File: src/core/spwm_consts.svh
// constants for the standard pwm generator
`ifndef SPWM_CONSTS_SVH
`define SPWM_CONSTS_SVH
`define SPWM_ADR_PERIOD   4'h0
`define SPWM_ADR_TCTRL    4'h1
`define SPWM_ADR_DUTYH    4'h2
`define SPWM_ADR_UCTRL    4'h3
`define SPWM_ADR_SHADOW   4'h4
`define SPWM_ADR_TSEL     4'h5
`define SPWM_ADR_COUNT    4'h6
`define SPWM_ADR_FLAGS    4'h7
`define SPWM_ADR_PINDIR   4'h8
`define SPWM_PERIOD_RST   8'hFF
`define SPWM_PINDIR_RST   3'h7
`define SPWM_PS_1         2'h0
`define SPWM_PS_4         2'h1
`define SPWM_PS_16        2'h2
`define SPWM_PS_MAX4      4'h3
`define SPWM_PS_MAX16     4'hF
`define SPWM_MODE_PWM     4'hC
`define SPWM_NTIMERS      3
`define SPWM_NUNITS       3
`endif

File: src/core/spwm_pkg.sv
// types for the standard pwm generator
package spwm_pkg;
    typedef struct packed {
        logic [3:0] adr;
        logic       we;
        logic [7:0] dat;
    } spwm_req_t;
    typedef struct packed {
        logic [3:0] postscale;
        logic       run;
        logic [1:0] prescale;
    } spwm_tctrl_t;
    typedef struct packed {
        logic [1:0] low_bits;
        logic [3:0] mode;
    } spwm_uctrl_t;
endpackage : spwm_pkg

File: src/core/spwm_top.sv
// three-timer, three-unit standard pwm generator with wishbone registers
//
// Design decisions made here: the Wishbone slave port and the placing of the registers.
`timescale 1ns/1ps
`include "spwm_consts.svh"
module spwm_top (
    input  wire logic                  MCLK_I,
    input  wire logic                  NRST_I,
    input  wire logic                  SLEEP_I,
    input  wire logic                  WB_CYC_I,
    input  wire logic                  WB_STB_I,
    input  wire logic                  WB_WE_I,
    input  wire logic [3:0]            WB_ADR_I,
    input  wire logic [3:0]            WB_SEL_I,
    input  wire logic [31:0]           WB_DAT_I,
    output logic      [31:0]           WB_DAT_O,
    output logic                       WB_ACK_O,
    output logic      [2:0]            PWM_O,
    output logic      [2:0]            PWM_OE_O
);
    import spwm_pkg::*;
    localparam int NT = `SPWM_NTIMERS;
    localparam int NU = `SPWM_NUNITS;

    // bus register map: offsets are word indices, byte address = 4*index
    logic [7:0]   period_q [NT];
    spwm_tctrl_t  tctrl_q  [NT];
    logic [7:0]   duty_high_q [NU];
    spwm_uctrl_t  uctrl_q  [NU];
    logic [1:0]   tsel_q   [NU];
    logic [2:0]   pindir_q;
    logic         ack_q;
    logic [31:0]  rdat_q;
    // timer state
    logic [7:0]   count_q [NT], count_d [NT];
    logic [3:0]   pre_q   [NT], pre_d   [NT];
    logic [1:0]   phase_q [NT], phase_d [NT];
    logic [NT-1:0] flag_q, flag_d, tick, wrap;
    // unit state
    logic [9:0]   shadow_q [NU], shadow_d [NU];
    logic [NU-1:0] out_q, out_d, ena_q, ena_d;
    logic [2:0]   pwm_d, oe_d;

    spwm_req_t    req;
    logic         acc, wr;
    logic [1:0]   bank;
    assign req  = '{adr: WB_ADR_I, we: WB_WE_I, dat: WB_DAT_I[7:0]};
    assign acc  = WB_CYC_I && WB_STB_I && !ack_q;
    // a write lands at the edge that samples ack high; the master
    // holds the request until that edge
    assign wr   = WB_CYC_I && WB_STB_I && ack_q && req.we && WB_SEL_I[0];
    assign bank = WB_DAT_I[9:8];

    function automatic logic [3:0] pre_max(input logic [1:0] ps);
        case (ps)
            `SPWM_PS_4:  pre_max = `SPWM_PS_MAX4;
            `SPWM_PS_16: pre_max = `SPWM_PS_MAX16;
            default:     pre_max = 4'h0;
        endcase
    endfunction : pre_max

    function automatic logic [1:0] frac(input logic [1:0] ps,
                                        input logic [1:0] ph,
                                        input logic [3:0] pr);
        // clock phase at 1:1, else top prescaler bits
        case (ps)
            `SPWM_PS_1:  frac = ph;
            `SPWM_PS_4:  frac = pr[1:0];
            default:     frac = pr[3:2];
        endcase
    endfunction : frac

    // timers; a timer's fractional base counts one step per prescaled clock
    always_comb begin
        for (int t = 0; t < NT; t++) begin
            count_d[t] = count_q[t];
            pre_d[t]   = pre_q[t];
            phase_d[t] = phase_q[t];
            flag_d[t]  = flag_q[t];
            tick[t]    = 1'b0;
            wrap[t]    = 1'b0;
            if (tctrl_q[t].run && !SLEEP_I) begin
                // clock phase is the innermost stage, so the prescaler
                // bits step once per four clocks and form the fraction at 4:1 and 16:1
                phase_d[t] = phase_q[t] + 2'h1;
                if (phase_q[t] == 2'h3) begin
                    // prescale only, postscale ignored
                    // >= so a ratio lowered mid-count cannot overrun
                    if (pre_q[t] >= pre_max(tctrl_q[t].prescale)) begin
                        pre_d[t] = 4'h0;
                        tick[t]  = 1'b1;
                    end else begin
                        pre_d[t] = pre_q[t] + 4'h1;
                    end
                end
                if (tick[t]) begin
                    if (count_q[t] == period_q[t]) begin
                        count_d[t] = 8'h00;
                        wrap[t]    = 1'b1;
                    end else begin
                        count_d[t] = count_q[t] + 8'h01;
                    end
                end
            end
            if (wr && req.adr == `SPWM_ADR_FLAGS && req.dat[t])
                flag_d[t] = 1'b0;
            if (wrap[t])
                flag_d[t] = 1'b1;
        end
    end

    // units
    always_comb begin
        logic [1:0] s;
        logic [9:0] base;
        logic [9:0] duty;
        s = 2'h0;
        base = 10'h000;
        duty = 10'h000;
        for (int u = 0; u < NU; u++) begin
            shadow_d[u] = shadow_q[u];
            out_d[u]    = out_q[u];
            ena_d[u]    = ena_q[u];
            s = (tsel_q[u] < 2'h3) ? tsel_q[u] : 2'h0;
            // ten-bit base
            // base about to be entered, so the pin falls on the very
            // edge at which the base reaches the duty value
            base = {count_d[s],
                    frac(tctrl_q[s].prescale, phase_d[s], pre_d[s])};
            duty = {duty_high_q[u], uctrl_q[u].low_bits};
            if (uctrl_q[u].mode == `SPWM_MODE_PWM) begin
                if (wrap[s] && tick[s]) begin
                    shadow_d[u] = duty;
                    out_d[u]    = (duty != 10'h000);
                    ena_d[u]    = 1'b1;
                end else if (ena_q[u] && base == shadow_q[u]
                             && !SLEEP_I) begin
                    out_d[u] = 1'b0;
                end
            end else begin
                out_d[u] = 1'b0;
                ena_d[u] = 1'b0;
            end
        end
    end

    // pin gated by direction and unit activity
    always_comb begin
        for (int u = 0; u < NU; u++) begin
            oe_d[u]  = !pindir_q[u] && (uctrl_q[u] != '0);
            pwm_d[u] = oe_d[u] && out_d[u];
        end
    end

    always_ff @(posedge MCLK_I or negedge NRST_I) begin
        if (!NRST_I) begin
            for (int t = 0; t < NT; t++) begin
                count_q[t] <= 8'h00;
                pre_q[t]   <= 4'h0;
                phase_q[t] <= 2'h0;
            end
            for (int u = 0; u < NU; u++)
                shadow_q[u] <= 10'h000;
            flag_q   <= '0;
            out_q    <= '0;
            ena_q    <= '0;
            PWM_O    <= 3'h0;
            PWM_OE_O <= 3'h0;
        end else begin
            count_q  <= count_d;
            pre_q    <= pre_d;
            phase_q  <= phase_d;
            shadow_q <= shadow_d;
            flag_q   <= flag_d;
            out_q    <= out_d;
            ena_q    <= ena_d;
            PWM_O    <= pwm_d;
            PWM_OE_O <= oe_d;
        end
    end

    // registers; bits 9:8 of write data pick timer or unit index
    always_ff @(posedge MCLK_I or negedge NRST_I) begin
        if (!NRST_I) begin
            for (int t = 0; t < NT; t++) begin
                period_q[t] <= `SPWM_PERIOD_RST;
                tctrl_q[t]  <= '0;
            end
            for (int u = 0; u < NU; u++) begin
                duty_high_q[u] <= 8'h00;
                uctrl_q[u]     <= '0;
                tsel_q[u]      <= 2'h0;
            end
            pindir_q <= `SPWM_PINDIR_RST;
            ack_q    <= 1'b0;
            rdat_q   <= 32'h0000_0000;
        end else begin
            ack_q <= acc;
            if (wr && bank < 2'h3) begin
                case (req.adr)
                    `SPWM_ADR_PERIOD: period_q[bank] <= req.dat;
                    `SPWM_ADR_TCTRL:  tctrl_q[bank]  <= req.dat[6:0];
                    `SPWM_ADR_DUTYH:  duty_high_q[bank] <= req.dat;
                    `SPWM_ADR_UCTRL:  uctrl_q[bank]  <= req.dat[5:0];
                    `SPWM_ADR_TSEL: begin
                        tsel_q[0] <= req.dat[1:0];
                        tsel_q[1] <= req.dat[3:2];
                        tsel_q[2] <= req.dat[5:4];
                    end
                    `SPWM_ADR_PINDIR: pindir_q <= req.dat[2:0];
                    default: ;
                endcase
            end
            if (acc) begin
                rdat_q <= 32'h0000_0000;
                case (req.adr)
                    `SPWM_ADR_SHADOW:
                        rdat_q <= {8'h00, shadow_q[2][9:2], shadow_q[1][9:2],
                                   shadow_q[0][9:2]};
                    `SPWM_ADR_COUNT:
                        rdat_q <= {8'h00, count_q[2], count_q[1],
                                   count_q[0]};
                    `SPWM_ADR_FLAGS: rdat_q <= {29'h0, flag_q};
                    `SPWM_ADR_PERIOD:
                        rdat_q <= {8'h00, period_q[2], period_q[1],
                                   period_q[0]};
                    `SPWM_ADR_DUTYH:
                        rdat_q <= {8'h00, duty_high_q[2], duty_high_q[1],
                                   duty_high_q[0]};
                    `SPWM_ADR_UCTRL:
                        rdat_q <= {10'h0, uctrl_q[2], 2'h0, uctrl_q[1],
                                   2'h0, uctrl_q[0]};
                    `SPWM_ADR_TCTRL:
                        rdat_q <= {9'h0, tctrl_q[2], 1'h0, tctrl_q[1],
                                   1'h0, tctrl_q[0]};
                    `SPWM_ADR_TSEL:
                        rdat_q <= {26'h0, tsel_q[2], tsel_q[1], tsel_q[0]};
                    `SPWM_ADR_PINDIR: rdat_q <= {29'h0, pindir_q};
                    default: rdat_q <= 32'h0000_0000;
                endcase
            end
        end
    end
    assign WB_ACK_O = ack_q;
    assign WB_DAT_O = rdat_q;

    // flag rises one cycle after a wrap
    a_flag_on_wrap: assert property (@(posedge MCLK_I) disable iff (!NRST_I)
        wrap[0] |=> flag_q[0]) else $error("match flag not set");
    a_sleep_freeze: assert property (@(posedge MCLK_I) disable iff (!NRST_I)
        SLEEP_I |=> $stable(count_q[0])) else $error("count moved in sleep");
    a_pin_dir_gate: assert property (@(posedge MCLK_I) disable iff (!NRST_I)
        pindir_q[0] |=> !PWM_OE_O[0]) else $error("pin driven as input");
    a_release_pin: assert property (@(posedge MCLK_I) disable iff (!NRST_I)
        (uctrl_q[0] == '0) |=> !PWM_OE_O[0]) else $error("pin not released");
    a_zero_duty: assert property (@(posedge MCLK_I) disable iff (!NRST_I)
        (wrap[0] && shadow_d[0] == 10'h000 && tsel_q[0] == 2'h0)
        |=> !out_q[0]) else $error("pin set at zero duty");
    a_shadow_hold: assert property (@(posedge MCLK_I) disable iff (!NRST_I)
        (!wrap[0] && tsel_q[0] == 2'h0) |=> $stable(shadow_q[0]))
        else $error("shadow changed mid period");
    a_count_clear: assert property (@(posedge MCLK_I) disable iff (!NRST_I)
        wrap[0] |=> count_q[0] == 8'h00) else $error("count not cleared");
    // prescaler restarts at every timer step
    a_pre_bound: assert property (@(posedge MCLK_I) disable iff (!NRST_I)
        tick[0] |=> (pre_q[0] == 4'h0 && phase_q[0] == 2'h0))
        else $error("prescaler overrun");
endmodule : spwm_top

File: config.mk
export PLATFORM = sky130hd
export DESIGN_NAME = spwm_top
export DESIGN_NICKNAME = d
export VERILOG_FILES = /design/src/core/spwm_pkg.sv /design/src/core/spwm_top.sv
export VERILOG_INCLUDE_DIRS = /design/src /design/src/core
export SDC_FILE = /design/constraint.sdc
export NUM_CORES = 1
export LEC_CHECK = 0
export BUFFER_PORTS_ARGS = -buffer_cell sky130_fd_sc_hd__clkbuf_2
export CORE_MARGIN = 3
export CORE_UTILIZATION = 23
export DETAILED_ROUTE_END_ITERATION = 16
export GPL_ROUTABILITY_DRIVEN = 0
export PLACE_DENSITY = 0.44
export SYNTH_ARGS = -nofsm -noshare
export SYNTH_HDL_FRONTEND = slang
export SYNTH_SLANG_ARGS = --single-unit
File: constraint.sdc
create_clock -name MCLK_I -period 6.2 [get_ports MCLK_I]
set_input_delay 1.24 -clock MCLK_I [delete_from_list [all_inputs] [get_ports MCLK_I]]
set_output_delay 1.24 -clock MCLK_I [all_outputs]
set_load 0.005 [all_outputs]
==> results.toml <==
[run_status]
outcome = "completed"

[timing]
post-route-period-util = 0.7717
max_freq_ghz = 0.2090
layout_min_cycle_time_ns = 4.785
fin_skew_ns = 0.01813
final-max-slew-violation-count = 0
setup-tns-final_ns = 0
setup_violations = 0
rsz0062_at_grt = "no"
whs_ns = 0.4792
timing_hold_violations_final = 0
relSlewSlack = 0.1509
tightest_slew_ns = 1.263

[pwr]
internal-power_uw = 2324
switching_share = 0.2432
p_clk_frac = 0.496
p_sw_uw = 746.9
seqPwrFrac = 0.450
powerDensity_mw_per_mm2 = 209.0
power_frac_comb = 0.054
total_power_uw = 3071
peakVddDrop_v = 0.0001624
leakage_uw = 0.006532

[placement]
place_area_mm2 = 0.01386
dp_hpwl_mm = 35.32
port-buffer-count = 51

[floorplan]
fp.dieArea_mm2 = 0.05834
die_h_um = 241.5
io_pins = 85
rows = 85
start_util = 0.2348
core-area_mm2 = 0.05435
die_x_um = 241.5

[synth]
synth_top_family_by_area = "compound AO/OA/AOI/OAI gates"
synthesis.area_mm2 = 0.01276
ys_warn_count = 0
synthAdderAreaFrac = 0.02353
synth-edff-count = 0
synth.distinct_cells = 80
synth_compound_area_frac = 0.1904
ys_async_sr_fraction = 1.000
synth_simple_gate_area_share = 0.1515
synth_ff_type = "dfrtp_1"
muxShareOfSynthArea = 0.1422
synthCells = 1291
syn_area_per_cell_um2 = 9.884
ys_seq_elements = 208
synth_seq_area_share = 0.4106
synth_xor_area_frac = 0.04256

[worst_setup_path]
worstPathMaxFanout = 8
slowest_delay_ns = 1.07
reg2reg_depth = 13
cp_num_buf_inv = 1
cp_slowest_cell = "a2111oi_0"
critPathRequiredTime_ns = 6.64
critPathCaptureType = "register"
path_cells = "inv_1, ha_1, ha_1, o211ai_1, o21ai_1, a21boi_0, a2111oi_0, a211oi_1, a31oi_1, xnor2_1, nor4_1, a31oi_1, and2_1"
r2r-start = "tctrl_q[7]"
cp.arrival_ns = 5.22
crit_path_start_kind = "register"
r2r_setup_slack_ns = 1.42
r2r_end = "PWM_O[0]"
critPathKind = "reg2reg"
crit_family = "compound AO/OA/AOI/OAI gates"

[drt]
wl_mm = 47.64
first_pass_iters = 6
vias = 10900
drtIter0Drc = 904
wl_per_cell_um = 22.85
ant_nets = 0
via_per_inst = 5.226
drc = 0

[clocking]
cts_hold_buf = 0
path_clk_slew_ns = 0.06
cts_resized = 0
clk-insertion-delay-late_ns = 0.54
cts_buffers = 25
htreeDepth = 1
clock_path_buffers = 3
cts_tree = "built"
cts_setup_buffers = 0
root_buffer = "clkbuf_16"
clock-sinks = 208

[final_layout]
drive_gt1_frac = 0.2125
fin_util = 0.2703
nNetsFinal = 1397
diodes = 0
fin_area_mm2 = 0.01469
syn2layout_area_growth_pct = 15.13

[grt]
grt_usage = 0.1585
grt_pass1_vias = 10750
antenna_found_initial = 1
grt_pass1_wl_mm = 71.36
grt_max_degree = 127
overflow = 0

[hold_path]
holdPathEnd = "WB_DAT_O[8]"
worstHoldStart = "WB_DAT_O[8]"
hold_depth = 2
worstHoldPathType = "reg2reg"

[run]
maxCapViolCount = 0
==> worst max path at each step <==
stage / startpoint / endpoint / slack, ns / cells past startpoint
4_1_cts: tctrl_q[14] / PWM_O[0] / 1.44 / 14
5_1_grt: tctrl_q[0] / PWM_O[2] / 1.13 / 15
6_report: tctrl_q[7] / PWM_O[0] / 1.42 / 13
2_1_floorplan: tctrl_q[14] / PWM_O[0] / 2.56 / 15
3_3_place_gp: SLEEP_I / PWM_O[0] / 1.37 / 10
3_5_place_dp: SLEEP_I / PWM_O[0] / 1.37 / 10
==> metal layers <==
| layer | vias to the layer above | routed length (µm) | GRT usage |
|---|---|---|---|
| li1 | 4912 | - | - |
| met5 | - | 0 | 0 |
| met3 | 73 | 2974 | 0.03135 |
| met4 | 0 | 1236 | 0.03646 |
| met1 | 5532 | 22130 | 0.2223 |
| met2 | 379 | 21300 | 0.2514 |
==> layout make-up <==
class	instances	area (µm²)
flip-flops and latches	208	5239
clock inverters	7	120.1
multi-input cells	968	7068
repair buffers	72	435.4
inverters	52	195.2
clock buffers	39	708.2
well taps	739	924.6
fillers	5800	39660
==> power groups by stage <==
stage | sequential (µW) | clock, µW | combinational, µW
after floorplan | 1400 | 0 | 84.7
after global placement | 1410 | 0 | 168
after detailed placement | 1410 | 0 | 168
after CTS | 1380 | 1560 | 169
after global routing | 1380 | 1620 | 183
final | 1380 | 1520 | 166
==> kinds of logic (layout without fill, tap and decap cells) <==
kind of cell	Yosys count	in the layout
xor gates and xnor gates	62	62
DFF	208	208
AOI/OAI and AO/OA	335	335
other	1	8
muxes	165	165
buffers and inverters	122	170
adders and majority gates	24	24
and+or+nand+nor	374	374
==> registers in the layout (all words and copies together), names as in the netlist <==
| register | flops |
|---|---|
| pre_q | 12 |
| phase_q | 6 |
| WB_DAT_O | 24 |
| out_q | 3 |
| pindir_q | 3 |
| shadow_q | 30 |
| PWM_OE_O | 3 |
| duty_high_q | 24 |
| WB_ACK_O | 1 |
| PWM_O | 3 |
| flag_q | 3 |
| period_q | 24 |
| tsel_q | 6 |
| ena_q | 3 |
| uctrl_q | 18 |
| tctrl_q | 21 |
| count_q | 24 |
==> synthesized netlist by cell type (8+ instances only) <==
master | number | area share
clkbuf_1 | 54 | 0.016
nor2b_1 | 18 | 0.0088
a21oi_1 | 42 | 0.016
nor3_1 | 26 | 0.010
nand2_1 | 121 | 0.036
a21boi_0 | 8 | 0.0047
a222oi_1 | 10 | 0.0078
xor2_1 | 35 | 0.024
a2111oi_0 | 9 | 0.0062
dfrtp_1 | 181 | 0.35
a211oi_1 | 15 | 0.0088
a31oi_1 | 16 | 0.0078
mux2_2 | 130 | 0.11
inv_1 | 52 | 0.015
ha_1 | 24 | 0.024
o21ai_0 | 68 | 0.027
o211ai_1 | 15 | 0.0088
nand3_1 | 39 | 0.015
nand4_1 | 11 | 0.0054
nor2_1 | 49 | 0.014
nor3b_1 | 9 | 0.0053
dfstp_2 | 27 | 0.056
xnor2_1 | 27 | 0.019
buf_4 | 8 | 0.0047
a221oi_1 | 19 | 0.013
a22oi_1 | 37 | 0.022
and3_1 | 11 | 0.0054
nand2b_1 | 20 | 0.0098
and2_1 | 13 | 0.0064
nor4_1 | 19 | 0.0093
mux2i_1 | 35 | 0.027
==> worst register-to-register path, stage by stage, from the launching register on <==
cell and delay (ns):
dfrtp_1 0.50, inv_1 0.21, ha_1 0.35, ha_1 0.28, o211ai_1 0.14, o21ai_1 0.57
a21boi_0 0.27, a2111oi_0 1.07, a211oi_1 0.10, a31oi_1 0.27, xnor2_1 0.10, nor4_1 0.43
a31oi_1 0.22, and2_1 0.19
==> per-stage QoR <==
stage	std cells	setup WS [ns]
floorplan	1298	2.562
global placement	2039	1.366
detailed placement	2039	1.365
CTS	2085	1.444
global route	2085	1.134
finish	2085	1.415
==> layout by cell type (no fill, tap or decap), types with 18 or more instances in the layout <==
cell type and count:
xnor2_1 27, nor4_1 19, clkbuf_2 50, nor2b_1 18, a221oi_1 19, nand2_1 121, xor2_1 35, mux2_2 130
nand2b_1 20, nand3_1 39, o21ai_0 68, nor3_1 23, ha_1 24, nor2_1 48, buf_4 20, a22oi_1 37
mux2i_1 35, a21oi_1 42, clkbuf_16 25, dfrtp_1 181, dfstp_2 27, inv_1 52
Note: power is estimated with default switching activity, not from simulation.
